<file path="src/scbc_pkg.sv">
// Shared constants and types of the stack check and branch condition block.
// Assumes a 16-bit data space and a single core clock.
package scbc_pkg;
    // ==========================================
    // Register map
    localparam logic [7:0] OFS_LIMIT = 8'h00;
    localparam logic [7:0] OFS_SP = 8'h04;
    localparam logic [7:0] OFS_FP = 8'h08;
    localparam logic [7:0] OFS_STAT = 8'h0C;
    // ==========================================
    // Reset values and widths
    localparam int DW = 16;
    localparam logic [15:0] LIMIT_RST = 16'h0000;
    localparam logic [15:0] SP_RST = 16'h0800;
    localparam logic [15:0] SP_FLOOR = 16'h0800;
    localparam logic [15:0] FP_RST = 16'h0000;
    localparam logic [15:0] WORD_STEP = 16'h0002;
    localparam logic [3:0] STRB_ALL = 4'hF;
    localparam int STAT_CHK = 4;
    // ==========================================
    // Types
    typedef struct packed {
        logic n;
        logic signed_wrap_flag;
        logic z;
        logic c;
    } scbc_flags_t;
    typedef struct packed {
        logic accum_a_overflow;
        logic accum_b_overflow;
        logic accum_a_clipped;
        logic accum_b_clipped;
    } scbc_acc_t;
    typedef enum logic [2:0] {
        SOP_NONE, SOP_PUSH, SOP_POP, SOP_ALLOC, SOP_RELEASE, SOP_EA
    } scbc_sop_t;
    typedef enum logic [2:0] {
        AOP_NONE, AOP_CMP, AOP_CMP0, AOP_CMPB, AOP_SKIP, AOP_LOAD, AOP_LOADC
    } scbc_aop_t;
    typedef enum logic [4:0] {
        BC_C, BC_GE, BC_GEU, BC_GT, BC_GTU, BC_LE, BC_LEU, BC_LT, BC_LTU,
        BC_N, BC_NC, BC_NN, BC_NOV, BC_NZ, BC_ACC_A_OVF, BC_ACC_B_OVF, BC_WRAP,
        BC_ACC_A_CLIP, BC_ACC_B_CLIP, BC_Z
    } scbc_cond_t;
endpackage : scbc_pkg

</file>
<file path="src/scbc_core.sv">
// Stack frame handling, stack limit check, branch conditions and flags.
// Assumes decoder and datapath on pclk; the datapath supplies popped words.
//
// Implementation choices: the APB interface to the registers and the placing of the registers.
`timescale 1ns/10ps
// Contract
// Allocate: push frame, frame=sp, sp+=literal
// Release: sp=frame, then pop frame pointer
// Limit register 16 bits, reset zero, bit0 zero
// Limit check enabled by word write, reset only
// Stack address above limit raises trap
// Stack address wrap past top raises trap
// Stack pointer resets 0x0800, below traps
// Compares update flags, store no result
// Branch taken only when condition true
// Single flag conditions test flags directly
// Signed conditions from negative, overflow, zero
// Unsigned conditions from carry and zero
// Accumulator overflow and saturation conditions
// Compare and skip leaves flags alone
// Carry input ops only clear zero
// Other ops set zero from result
// Stack pointer bit zero always clear
// Push post increments, pop pre decrements
// Frame pointer resets to zero
// Stack error is one cycle trap pulse
module scbc_core (
    input wire logic pclk,
    input wire logic presetn,
    input wire logic psel,
    input wire logic penable,
    input wire logic pwrite,
    input wire logic [7:0] paddr,
    input wire logic [31:0] pwdata,
    input wire logic [3:0] pstrb,
    output logic [31:0] prdata,
    output logic pready,
    output logic pslverr,
    input wire scbc_pkg::scbc_sop_t stk_op,
    input wire logic [15:0] stk_lit,
    input wire logic [15:0] stk_wdata,
    input wire logic [15:0] stk_rdata,
    input wire logic [15:0] stk_ea,
    output logic [15:0] sp_q,
    output logic [15:0] fp_q,
    output logic mem_we_q,
    output logic [15:0] mem_addr_q,
    output logic [15:0] mem_wdata_q,
    output logic [15:0] pop_data_q,
    output logic stack_err_q,
    input wire scbc_pkg::scbc_aop_t alu_op,
    input wire logic [15:0] alu_a,
    input wire logic [15:0] alu_b,
    input wire scbc_pkg::scbc_flags_t alu_flags,
    input wire logic alu_zero,
    output scbc_pkg::scbc_flags_t flags_q,
    input wire scbc_pkg::scbc_acc_t acc_flags,
    input wire logic br_valid,
    input wire scbc_pkg::scbc_cond_t br_cond,
    input wire logic [15:0] br_target,
    input wire logic [15:0] pc_seq,
    output logic [15:0] pc_q,
    output logic br_taken_q
);
    // ==========================================
    // Condition decode
    function automatic logic cond_eval(input scbc_pkg::scbc_cond_t cc,
                                       input scbc_pkg::scbc_flags_t f,
                                       input scbc_pkg::scbc_acc_t a);
        logic sge;
        sge = (f.n == f.signed_wrap_flag);
        unique case (cc)
            scbc_pkg::BC_C, scbc_pkg::BC_GEU: cond_eval = f.c; // see R10
            scbc_pkg::BC_NC, scbc_pkg::BC_LTU: cond_eval = !f.c; // see R10
            scbc_pkg::BC_GTU: cond_eval = f.c && !f.z;
            scbc_pkg::BC_LEU: cond_eval = !f.c || f.z;
            scbc_pkg::BC_GE: cond_eval = sge;
            scbc_pkg::BC_LT: cond_eval = !sge;
            scbc_pkg::BC_GT: cond_eval = !f.z && sge;
            scbc_pkg::BC_LE: cond_eval = f.z || !sge;
            scbc_pkg::BC_N: cond_eval = f.n;
            scbc_pkg::BC_NN: cond_eval = !f.n;
            scbc_pkg::BC_WRAP: cond_eval = f.signed_wrap_flag;
            scbc_pkg::BC_NOV: cond_eval = !f.signed_wrap_flag;
            scbc_pkg::BC_Z: cond_eval = f.z;
            scbc_pkg::BC_NZ: cond_eval = !f.z;
            scbc_pkg::BC_ACC_A_OVF: cond_eval = a.accum_a_overflow;
            scbc_pkg::BC_ACC_B_OVF: cond_eval = a.accum_b_overflow;
            scbc_pkg::BC_ACC_A_CLIP: cond_eval = a.accum_a_clipped;
            scbc_pkg::BC_ACC_B_CLIP: cond_eval = a.accum_b_clipped;
            default: cond_eval = 1'b0;
        endcase
    endfunction : cond_eval

    // ==========================================
    // APB slave
    logic [15:0] limit_q, limit_d;
    logic chk_q, chk_d;
    logic [31:0] prdata_d;
    logic wr_acc, rd_acc, mapped;

    assign wr_acc = psel && penable && pready && pwrite;
    assign rd_acc = psel && !penable && !pwrite;
    assign mapped = (paddr == scbc_pkg::OFS_LIMIT) || (paddr == scbc_pkg::OFS_SP) ||
                    (paddr == scbc_pkg::OFS_FP) || (paddr == scbc_pkg::OFS_STAT);

    // Reads fetched in setup so access answers at once; writes land at the access edge
    always_comb begin
        limit_d = limit_q;
        chk_d = chk_q;
        prdata_d = prdata;
        if (wr_acc && paddr == scbc_pkg::OFS_LIMIT) begin
            if (pstrb[0]) begin
                limit_d[7:1] = pwdata[7:1];
            end
            if (pstrb[1]) begin
                limit_d[15:8] = pwdata[15:8];
            end
            limit_d[0] = 1'b0;
            // A partial write stores bytes but does not arm the check
            if (pstrb == scbc_pkg::STRB_ALL) begin
                chk_d = 1'b1;
            end
        end
        if (rd_acc) begin
            unique case (paddr)
                scbc_pkg::OFS_LIMIT: prdata_d = {16'h0000, limit_q};
                scbc_pkg::OFS_SP: prdata_d = {16'h0000, sp_q};
                scbc_pkg::OFS_FP: prdata_d = {16'h0000, fp_q};
                scbc_pkg::OFS_STAT: prdata_d = {27'h0, chk_q, flags_q};
                default: prdata_d = 32'h00000000;
            endcase
        end
    end

    always_ff @(posedge pclk or negedge presetn) begin
        if (!presetn) begin
            limit_q <= scbc_pkg::LIMIT_RST;
            chk_q <= 1'b0;
            prdata <= 32'h00000000;
            pready <= 1'b0;
            pslverr <= 1'b0;
        end else begin
            limit_q <= limit_d;
            chk_q <= chk_d;
            prdata <= prdata_d;
            pready <= psel && !penable;
            pslverr <= psel && !penable && !mapped;
        end
    end

    // ==========================================
    // Stack pointer and frame pointer
    logic [15:0] sp_d, fp_d, ea, mem_addr_d, mem_wdata_d, pop_d;
    logic [16:0] sp_sum;
    logic ea_used, wrap, mem_we_d, err_d;

    always_comb begin
        sp_d = sp_q;
        fp_d = fp_q;
        ea = sp_q;
        ea_used = 1'b0;
        sp_sum = {1'b0, sp_q};
        mem_we_d = 1'b0;
        mem_addr_d = mem_addr_q;
        mem_wdata_d = mem_wdata_q;
        pop_d = pop_data_q;
        unique case (stk_op)
            scbc_pkg::SOP_PUSH: begin
                ea_used = 1'b1;
                mem_we_d = 1'b1;
                mem_addr_d = sp_q;
                mem_wdata_d = stk_wdata;
                sp_sum = {1'b0, sp_q} + {1'b0, scbc_pkg::WORD_STEP};
            end
            scbc_pkg::SOP_POP: begin
                ea = sp_q - scbc_pkg::WORD_STEP;
                ea_used = 1'b1;
                mem_addr_d = ea;
                pop_d = stk_rdata;
                sp_sum = {1'b0, ea};
            end
            scbc_pkg::SOP_ALLOC: begin
                ea_used = 1'b1;
                mem_we_d = 1'b1;
                mem_addr_d = sp_q;
                mem_wdata_d = fp_q;
                fp_d = sp_q + scbc_pkg::WORD_STEP;
                sp_sum = {1'b0, sp_q} + {1'b0, scbc_pkg::WORD_STEP} + {1'b0, stk_lit};
            end
            scbc_pkg::SOP_RELEASE: begin
                ea = fp_q - scbc_pkg::WORD_STEP;
                ea_used = 1'b1;
                mem_addr_d = ea;
                fp_d = stk_rdata;
                sp_sum = {1'b0, ea};
            end
            scbc_pkg::SOP_EA: begin
                ea = stk_ea;
                ea_used = 1'b1;
            end
            default: begin
            end
        endcase
        if (stk_op != scbc_pkg::SOP_NONE && stk_op != scbc_pkg::SOP_EA) begin
            sp_d = {sp_sum[15:1], 1'b0};
        end
        fp_d[0] = 1'b0;
        wrap = sp_sum[16];
        // Check covers the address used and the updated pointer
        err_d = ea_used && ((ea < scbc_pkg::SP_FLOOR) || (sp_d < scbc_pkg::SP_FLOOR) ||
                (chk_q && (ea > limit_q || sp_d > limit_q || wrap))); // see R5 see R6
    end

    always_ff @(posedge pclk or negedge presetn) begin
        if (!presetn) begin
            sp_q <= scbc_pkg::SP_RST;
            fp_q <= scbc_pkg::FP_RST;
            mem_we_q <= 1'b0;
            mem_addr_q <= 16'h0000;
            mem_wdata_q <= 16'h0000;
            pop_data_q <= 16'h0000;
            stack_err_q <= 1'b0;
        end else begin
            sp_q <= sp_d;
            fp_q <= fp_d;
            mem_we_q <= mem_we_d;
            mem_addr_q <= mem_addr_d;
            mem_wdata_q <= mem_wdata_d;
            pop_data_q <= pop_d;
            stack_err_q <= err_d;
        end
    end

    // ==========================================
    // Flags and compare
    scbc_pkg::scbc_flags_t flags_d;
    logic [16:0] diff;
    logic [15:0] sub_b;
    logic carry_kind;

    always_comb begin
        flags_d = flags_q;
        sub_b = (alu_op == scbc_pkg::AOP_CMP0) ? 16'h0000 : alu_b;
        // Borrow in is the complement of carry
        diff = {1'b0, alu_a} + {1'b0, ~sub_b} +
               ((alu_op == scbc_pkg::AOP_CMPB) ? {16'h0000, flags_q.c} : 17'h00001);
        carry_kind = (alu_op == scbc_pkg::AOP_CMPB) || (alu_op == scbc_pkg::AOP_LOADC);
        unique case (alu_op)
            scbc_pkg::AOP_CMP, scbc_pkg::AOP_CMP0, scbc_pkg::AOP_CMPB: begin
                flags_d.c = diff[16];
                flags_d.n = diff[15];
                flags_d.signed_wrap_flag = (alu_a[15] != sub_b[15]) && (diff[15] != alu_a[15]);
                flags_d.z = (diff[15:0] == 16'h0000);
            end
            scbc_pkg::AOP_LOAD, scbc_pkg::AOP_LOADC: begin
                flags_d.c = alu_flags.c;
                flags_d.n = alu_flags.n;
                flags_d.signed_wrap_flag = alu_flags.signed_wrap_flag;
                flags_d.z = alu_zero;
            end
            default: begin
                flags_d = flags_q;
            end
        endcase
        if (carry_kind) begin
            flags_d.z = flags_q.z && flags_d.z;
        end
    end

    // ==========================================
    // Branch
    logic [15:0] pc_d;
    logic taken_d;

    always_comb begin
        taken_d = br_valid && cond_eval(br_cond, flags_q, acc_flags);
        pc_d = taken_d ? br_target : pc_seq;
        if (!br_valid) begin
            pc_d = pc_q;
        end
    end

    always_ff @(posedge pclk or negedge presetn) begin
        if (!presetn) begin
            flags_q <= '0;
            pc_q <= 16'h0000;
            br_taken_q <= 1'b0;
        end else begin
            flags_q <= flags_d;
            pc_q <= pc_d;
            br_taken_q <= taken_d;
        end
    end

    // ==========================================
    // Assertions
    a_sp_aligned: assert property (@(posedge pclk) disable iff (!presetn)
        !sp_q[0]) else $error("stack pointer misaligned");
    a_limit_lsb: assert property (@(posedge pclk) disable iff (!presetn)
        !limit_q[0]) else $error("limit bit zero set");
    a_chk_sticky: assert property (@(posedge pclk) disable iff (!presetn)
        chk_q |=> chk_q) else $error("check disabled without reset");
    a_chk_arm: assert property (@(posedge pclk) disable iff (!presetn)
        (wr_acc && paddr == scbc_pkg::OFS_LIMIT && pstrb == scbc_pkg::STRB_ALL) |=> chk_q)
        else $error("word write did not arm check");
    a_floor_trap: assert property (@(posedge pclk) disable iff (!presetn)
        (stk_op == scbc_pkg::SOP_EA && stk_ea < scbc_pkg::SP_FLOOR) |=> stack_err_q)
        else $error("underflow not trapped");
    a_limit_trap: assert property (@(posedge pclk) disable iff (!presetn)
        (chk_q && stk_op == scbc_pkg::SOP_EA && stk_ea > limit_q) |=> stack_err_q)
        else $error("overflow not trapped");
    a_err_pulse: assert property (@(posedge pclk) disable iff (!presetn)
        (stk_op == scbc_pkg::SOP_NONE) |=> !stack_err_q)
        else $error("trap without address");
    a_alloc_fp: assert property (@(posedge pclk) disable iff (!presetn)
        (stk_op == scbc_pkg::SOP_ALLOC) |=> (fp_q == $past(sp_q) + 16'h0002 && mem_we_q
        && mem_wdata_q == $past(fp_q))) else $error("allocate wrong");
    a_push_step: assert property (@(posedge pclk) disable iff (!presetn)
        (stk_op == scbc_pkg::SOP_PUSH && sp_q < 16'hFFFE) |=> sp_q == $past(sp_q) + 16'h0002)
        else $error("push step wrong");
    a_release_sp: assert property (@(posedge pclk) disable iff (!presetn)
        (stk_op == scbc_pkg::SOP_RELEASE) |=> sp_q == $past(fp_q) - 16'h0002)
        else $error("release sp wrong");
    a_skip_flags: assert property (@(posedge pclk) disable iff (!presetn)
        (alu_op == scbc_pkg::AOP_SKIP) |=> $stable(flags_q))
        else $error("skip changed flags");
    a_zero_sticky: assert property (@(posedge pclk) disable iff (!presetn)
        (alu_op == scbc_pkg::AOP_LOADC && !flags_q.z) |=> !flags_q.z)
        else $error("zero set by carry op");
    a_branch_pc: assert property (@(posedge pclk) disable iff (!presetn)
        (br_valid && !cond_eval(br_cond, flags_q, acc_flags)) |=> (pc_q == $past(pc_seq)
        && !br_taken_q)) else $error("untaken branch moved pc");
    a_wrap_trap: assert property (@(posedge pclk) disable iff (!presetn)
        (chk_q && stk_op == scbc_pkg::SOP_ALLOC &&
        ({1'b0, sp_q} + 17'h00002 + {1'b0, stk_lit}) > 17'h0FFFF) |=> stack_err_q)
        else $error("wrap not trapped");
    a_ready_pulse: assert property (@(posedge pclk) disable iff (!presetn)
        pready |=> !pready) else $error("ready held too long");
    c_alloc_release: cover property (@(posedge pclk) disable iff (!presetn)
        stk_op == scbc_pkg::SOP_ALLOC ##[1:20] stk_op == scbc_pkg::SOP_RELEASE);
    c_trap: cover property (@(posedge pclk) disable iff (!presetn) chk_q && stack_err_q);
    c_taken: cover property (@(posedge pclk) disable iff (!presetn) br_taken_q);
    c_wrap: cover property (@(posedge pclk) disable iff (!presetn) chk_q && wrap);
endmodule : scbc_core

</file>
<file path="config.mk">
export PLATFORM = sky130hd
export DESIGN_NAME = scbc_core
export DESIGN_NICKNAME = d
export VERILOG_FILES = /design/src/scbc_pkg.sv /design/src/scbc_core.sv
export SDC_FILE = /design/constraint.sdc
export NUM_CORES = 1
export LEC_CHECK = 0
export BUFFER_PORTS_ARGS = -buffer_cell sky130_fd_sc_hd__buf_2
export CORE_ASPECT_RATIO = 0.8
export CORE_MARGIN = 3
export CORE_UTILIZATION = 53
export DETAILED_ROUTE_END_ITERATION = 7
export GPL_TIMING_DRIVEN = 0
export MAX_ROUTING_LAYER = met4
export PLACE_DENSITY_LB_ADDON = 0.2
export SLEW_MARGIN = 25
export SYNTH_ARGS = -nofsm -noshare
export SYNTH_HDL_FRONTEND = slang
export SYNTH_SLANG_ARGS = --single-unit
</file>
<file path="constraint.sdc">
create_clock -name pclk -period 6.2 [get_ports pclk]
set_input_delay 0.31 -clock pclk [delete_from_list [all_inputs] [get_ports pclk]]
set_output_delay 0.31 -clock pclk [all_outputs]
set_load 0.1 [all_outputs]
</file>
After elaboration in Yosys (flattened, before gate mapping)

Cells that the tools add are included.

Register bits after elaboration: 152
Output and inout bits: 137

$add $sub $neg: 7
Magnitude comparators: 4
Equality and inequality tests: 37
Muxes and demuxes: 15
Bitwise gates (word level): 1
Reductions and logical operators: 50

Operator list:

| cell                    | count |
|---|---|
| $pmux W16 S3            | 2 |
| $pmux W17 S4            | 1 |
| $pmux W16 S2            | 2 |
| $pmux W16 S4            | 1 |
| $mux W16                | 3 |
| $eq A5 B4 Y1 const B    | 8 |
| $gt A16 B16 Y1          | 2 |
| $lt A16 B12 Y1 const B  | 2 |
| $sub A16 B2 Y16 const B | 2 |
| $eq A5 B3 Y1 const B    | 4 |
| $eq A5 B5 Y1 const B    | 4 |
| $pmux W1 S18            | 1 |
| $add A16 B16 Y17        | 1 |
| $add A16 B2 Y17 const B | 1 |
| $add A17 B1 Y17         | 1 |
| $add A17 B16 Y17        | 1 |
| $add A16 B2 Y16 const B | 1 |
| $eq A8 B4 Y1 const B    | 2 |
| $logic_not A16 Y1       | 1 |
| $not A16 Y16            | 1 |
| $logic_and A1 B1 Y1     | 15 |
| $eq A3 B2 Y1 const B    | 4 |
| $eq A3 B3 Y1 const B    | 4 |
| $eq A5 B2 Y1 const B    | 2 |
| 19 further kinds        | 48 |

Longest topological paths before layout

Depth in word-level cells: 10
Gate-level depth with buffers: 24

Worst setup path after synthesis

No wires, ideal clock.

Path kind: reg2reg
Start: register sp_q[3]
End: register stack_err_q
Library setup time: 0.134 ns
Data arrival time: 4.843 ns
Required time: 6.066 ns
Setup slack: 1.223 ns
Stages on the path, launching flop included: 23
Path buffers: 2
Clock period less this slack: 4.977 ns
Cells stage by stage: dfrtp_1 > clkbuf_1 > clkbuf_1 > nand3_1 > xnor2_1 > ha_1 > a21o_1 > a211oi_1 > a21oi_1 > o2111ai_1 > a21oi_1 > xnor2_1 > o221ai_1 > ha_1 > nand4_1 > nor3_1 > o21ai_0 > a21oi_1 > nor4_1 > a31oi_1 > a221oi_1 > o32a_1 > o311ai_1

Cells in the longest elaborated chain, start to end: 10
Elaborated cells between the ends (all ways): 16
Those cells by class: 3 x add/sub; 4 x order compare; 3 x mux; 6 x reduce/logical

RTL lines:

| item                            | RTL line                           | RTL |
|---|---|---|
| start: declaration              | scbc_core.sv:44                    | `output logic [15:0] sp_q,` |
| start signal: assignment        | scbc_core.sv:217                   | `sp_q <= scbc_pkg::SP_RST;` |
| start signal: assignment        | scbc_core.sv:225                   | `sp_q <= sp_d;` |
| $add A16 B2 Y17                 | scbc_core.sv:174, scbc_core.sv:189 |  |
| $add A17 B16 Y17                | scbc_core.sv:189                   | `sp_sum = {1'b0, sp_q} + {1'b0, scbc_pkg::WORD_STEP} + {1'b0, stk_lit};` |
| $pmux W17 S4 *                  | scbc_core.sv:168                   | `unique case (stk_op)` |
| $mux W16 *                      | scbc_core.sv:205                   | `if (stk_op != scbc_pkg::SOP_NONE && stk_op != scbc_pkg::SOP_EA) begin` |
| via sp_d[14]                    | scbc_core.sv:154                   | `logic [15:0] sp_d, fp_d, ea, mem_addr_d, mem_wdata_d, pop_d;` |
| $gt A16 B16 Y1                  | scbc_core.sv:212                   | `(chk_q && (ea > limit_q \|\| sp_d > limit_q \|\| wrap)));` |
| $logic_or A1 B1 Y1 (2 in a row) | scbc_core.sv:212                   |  |
| $logic_and A1 B1 Y1             | scbc_core.sv:212                   |  |
| $logic_or A1 B1 Y1 *            | scbc_core.sv:211                   | `err_d = ea_used && ((ea < scbc_pkg::SP_FLOOR) \|\| (sp_d < scbc_pkg::SP_FLOOR) \|\|` |
| $logic_and A1 B1 Y1 *           | scbc_core.sv:211                   |  |
| via err_d                       | scbc_core.sv:156                   | `logic ea_used, wrap, mem_we_d, err_d;` |
| end signal: assignment          | scbc_core.sv:231                   | `stack_err_q <= err_d;` |
| end: declaration                | scbc_core.sv:50                    | `output logic stack_err_q,` |

Mark *: on every way through the listed nets, which the timed path passes. The rest lies on a longest branch.
A chain may end at the register's enable or synchronous reset.

Final worst setup path

Start: register sp_q[2]
End: register stack_err_q

Same word-level chain as after synthesis.

==> flow_metrics.py <==
metrics = {
    "run_status": {
        "status": "finished, final reports clean",
    },
    "power_and_ir_drop": {
        "power.internal_mw": 2.53,
        "combPwrFrac": 0.598,
        "peakVddDrop_mv": 0.540,
        "power_frac_seq": 0.219,
        "clkPwrFrac": 0.183,
        "pwr_density_cell_mw_per_mm2": 441,
        "p_sw_mw": 3.26,
        "cellLeakagePower_nw": 6.38,
        "swShare": 0.563,
        "finalPower_mw": 5.79,
    },
    "die": {
        "io-pin-count": 335,
        "die_w_um": 164,
        "start_util": 0.548,
        "dieArea_mm2": 0.0217,
        "placementRows": 45,
        "dieHeight_um": 132,
        "core_area_mm2": 0.0193,
    },
    "drt": {
        "dr.pass1.iters": 6,
        "drc_errors": 0,
        "wl_per_cell_um": 22.6,
        "dr.first_iter.drc_count": 1367,
        "via_per_inst": 6.23,
        "wl_um": 42800,
        "drtAntennaViolNets": 0,
        "via_count": 11804,
    },
    "placement": {
        "dp.cells": 1858,
        "place_hpwl_um": 33200,
        "numPortBuffers": 294,
        "finalWeightedCongestion": 1.06,
    },
    "cts": {
        "postCtsSetupRepairBufs": 0,
        "cts_tree": "built",
        "cts-buffers-inserted": 17,
        "worstSkewPairLatency_ps": 440,
        "clock_sinks": 136,
        "clkTransAtPathRegs_ps": 70,
        "h-tree-depth": 4,
        "cts_root_buffer": "clkbuf_16",
        "cts.path.max_buffers": 2,
    },
    "synth": {
        "synth_seq_area_share": 0.322,
        "synth_area_mm2": 0.0106,
        "synth-main-ff-cell": "dfrtp_1",
        "ys_warn_count": 0,
        "synth-async-reset-ratio": 1.00,
        "ys_types": 77,
        "synth_area_per_cell_um2": 8.21,
        "synth_edf_count": 0,
        "synth_cells": 1289,
        "ys_ff_latch": 136,
    },
    "grt": {
        "grt.overflow.total": 0,
        "grt_pass1_vias": 11204,
        "antenna_found_initial": 3,
        "grt_pass1_wl_um": 64700,
        "grt_usage": 0.400,
        "grt_max_degree": 83,
    },
    "sta": {
        "setup_tns_ps": 0,
        "period_minus_slack_ps": 5890,
        "final_hold_viol_count": 0,
        "setup_viol": 0,
        "fmax_mhz": 170,
        "finClkSkew_ps": 10.6,
        "fin_crit_sh": 0.950,
        "worst_pin_slew_ps": 1080,
        "slew_violations": 0,
        "rsz0062_at_grt": "false",
        "relSlewSlack": 0.280,
        "hold_ws_ps": 72.5,
    },
    "run": {
        "maxCapViolCount": 0,
    },
    "finish": {
        "final_util": 0.679,
        "multiInputGateArea_mm2": 0.00662,
        "areaGrowthSynthToFinish_pct": 24.0,
        "nNetsFinal": 1884,
        "seqCellArea_mm2": 0.00340,
        "fillers": 1657,
        "drive_gt1_frac": 0.238,
        "finalNonFillerCells": 1894,
    },
    "hold_path": {
        "hp-class": "in2reg",
    },
    "critical_path": {
        "cp-start-kind": "flop",
        "crit_arrival_ps": 6210,
        "cp_max_fo": 10,
        "critPathCaptureType": "flop",
        "critPathKind": "reg2reg",
        "cp_data_required_time_ps": 6520,
    },
}
placed cells by master, fill, tap and decap left out, types with 14 or more instances in the layout:
| master | n |
|---|---|
| buf_2 | 295 |
| nand2_1 | 203 |
| dfrtp_1 | 135 |
| o21ai_0 | 95 |
| nor2_1 | 87 |
| a21oi_1 | 85 |
| clkbuf_1 | 63 |
| ha_1 | 63 |
| inv_1 | 46 |
| mux2i_1 | 39 |
| nand3_1 | 37 |
| xnor2_1 | 35 |
| nor2b_1 | 28 |
| nor3_1 | 24 |
| a22oi_1 | 22 |
| xor2_1 | 20 |
| a221o_1 | 20 |
| buf_4 | 19 |
| a31oi_1 | 19 |
| mux2_2 | 17 |
| conb_1 | 17 |
| clkbuf_16 | 17 |
| a21o_1 | 16 |
| buf_1 | 14 |
| nand2b_1 | 14 |
| nand4_1 | 14 |
kinds of logic (layout without fill, tap and decap cells):
group	count (synthesis)	in the layout	share of synthesized area
compound gates	357	357	0.219
xor+xnor	58	58	0.0480
fa+ha+maj	66	66	0.0801
buf+inv	148	476	0.0609
flops	136	136	0.322
mux	60	60	0.0638
other cells	1	20	0.000354
simple gates	463	463	0.206
routing by layer:
layer,track usage,share of wire,up-vias
met3,0.119,0.11,145
met1,0.520,0.41,5623
met2,0.584,0.44,742
li1,-,-,5294
met4,0.165,0.043,0
met5,-,0,-
registers in the layout, indices dropped and copies added (netlist names), 4 cells and up:
register     cells
mem_addr_q      16
mem_wdata_q     16
pc_q            16
pop_data_q      16
prdata          16
sp_q            16
fp_q            15
limit_q         15
flags_q          4
timing repair:
| action | 4_1_cts | 5_1_grt |
|---|---|---|
| setup endpoints to repair | 0 | 1 |
| hold endpoints to repair | 81 | 0 |
| hold buffers | 1 | 0 |
| resized for setup | 0 | 7 |
final cells by class:
cell class	count	share of cell area
Antenna cell	3	0.000572
Buffer	101	0.0359
Clock buffer	20	0.0348
Clock inverter	12	0.0108
Inverter	47	0.0134
Multi-Input combinational cell	1021	0.505
Sequential cell	136	0.259
Tap cell	258	0.0246
Timing Repair Buffer	296	0.116
Yosys cell counts (4+ instances only):
library cell / n / area (um2)
o31ai_1: 4 / 30.0
a21oi_1: 85 / 425
buf_1: 14 / 52.6
or2_2: 4 / 25.0
clkbuf_1: 64 / 240
o32ai_1: 5 / 43.8
dfrtp_1: 135 / 3380
a221o_1: 20 / 200
nand2_1: 203 / 762
nand3_1: 37 / 185
o22a_1: 6 / 52.6
o21a_1: 10 / 75.1
mux2_2: 17 / 191
or3_1: 8 / 50.1
and3_1: 8 / 50.1
buf_4: 19 / 143
o211ai_1: 11 / 82.6
ha_1: 63 / 788
nor2b_1: 28 / 175
nand4_1: 14 / 87.6
o221ai_1: 4 / 35.0
nand2b_1: 14 / 87.6
mux2i_1: 39 / 390
inv_1: 46 / 173
xor2_1: 21 / 184
a211oi_1: 12 / 90.1
a31oi_1: 19 / 119
o21ai_0: 95 / 475
nor2_1: 87 / 327
xnor2_1: 37 / 324
a221oi_1: 7 / 61.3
nor3_1: 24 / 120
a22oi_1: 22 / 165
nor4_1: 8 / 50.1
o2111ai_1: 5 / 43.8
a21o_1: 16 / 120
a22o_1: 6 / 52.6
o22ai_1: 9 / 56.3
or4_1: 6 / 45.0
power by group through the flow:
stage	registers (mW)	logic, mW	clock network (mW)
after floorplan	2.40	1.38	0
after global placement	1.26	3.33	0
after detailed placement	1.26	3.37	0
after CTS	1.25	3.39	1.06
after global routing	1.27	3.65	1.10
final	1.27	3.46	1.06
critical path, cell delays in order (launching register included):
cell and delay, ps:
dfrtp_1 410, clkbuf_1 490, and4_1 500, nand2_1 120
xnor2_1 700, ha_1 450, a21oi_1 270, o21ai_0 190
a22o_1 210, a21oi_1 220, nand4b_4 170, ha_1 350
nand4_1 230, nor3_1 320, o21ai_0 170, a21oi_1 200
nor4_1 80, a31oi_1 260, a221oi_1 140, o32a_1 200
o311ai_1 80
path summary, 6_finish.rpt:
check	from	to	slack (ps)	cells after the start
max	sp_q[2]	stack_err_q	310	20
min	stk_rdata[0]	pop_data_q[0]	70	3
max reg2reg	sp_q[2]	stack_err_q	310	20
min reg2reg	pop_data_q[0]	pop_data_q[0]	470	2
max in group asynchronous	presetn	sp_q[11]	4960	3
min in group asynchronous	presetn	mem_wdata_q[1]	470	2
per-stage QoR:
step / area (um2) / setup WS, ps
floorplan: 10600 / 1220
global placement: 12400 / 452
detailed placement: 12500 / 452
CTS: 13100 / 371
global route: 13100 / 44.3
finish: 13100 / 311
No activity file was read; power rests on OpenSTA's default activity.
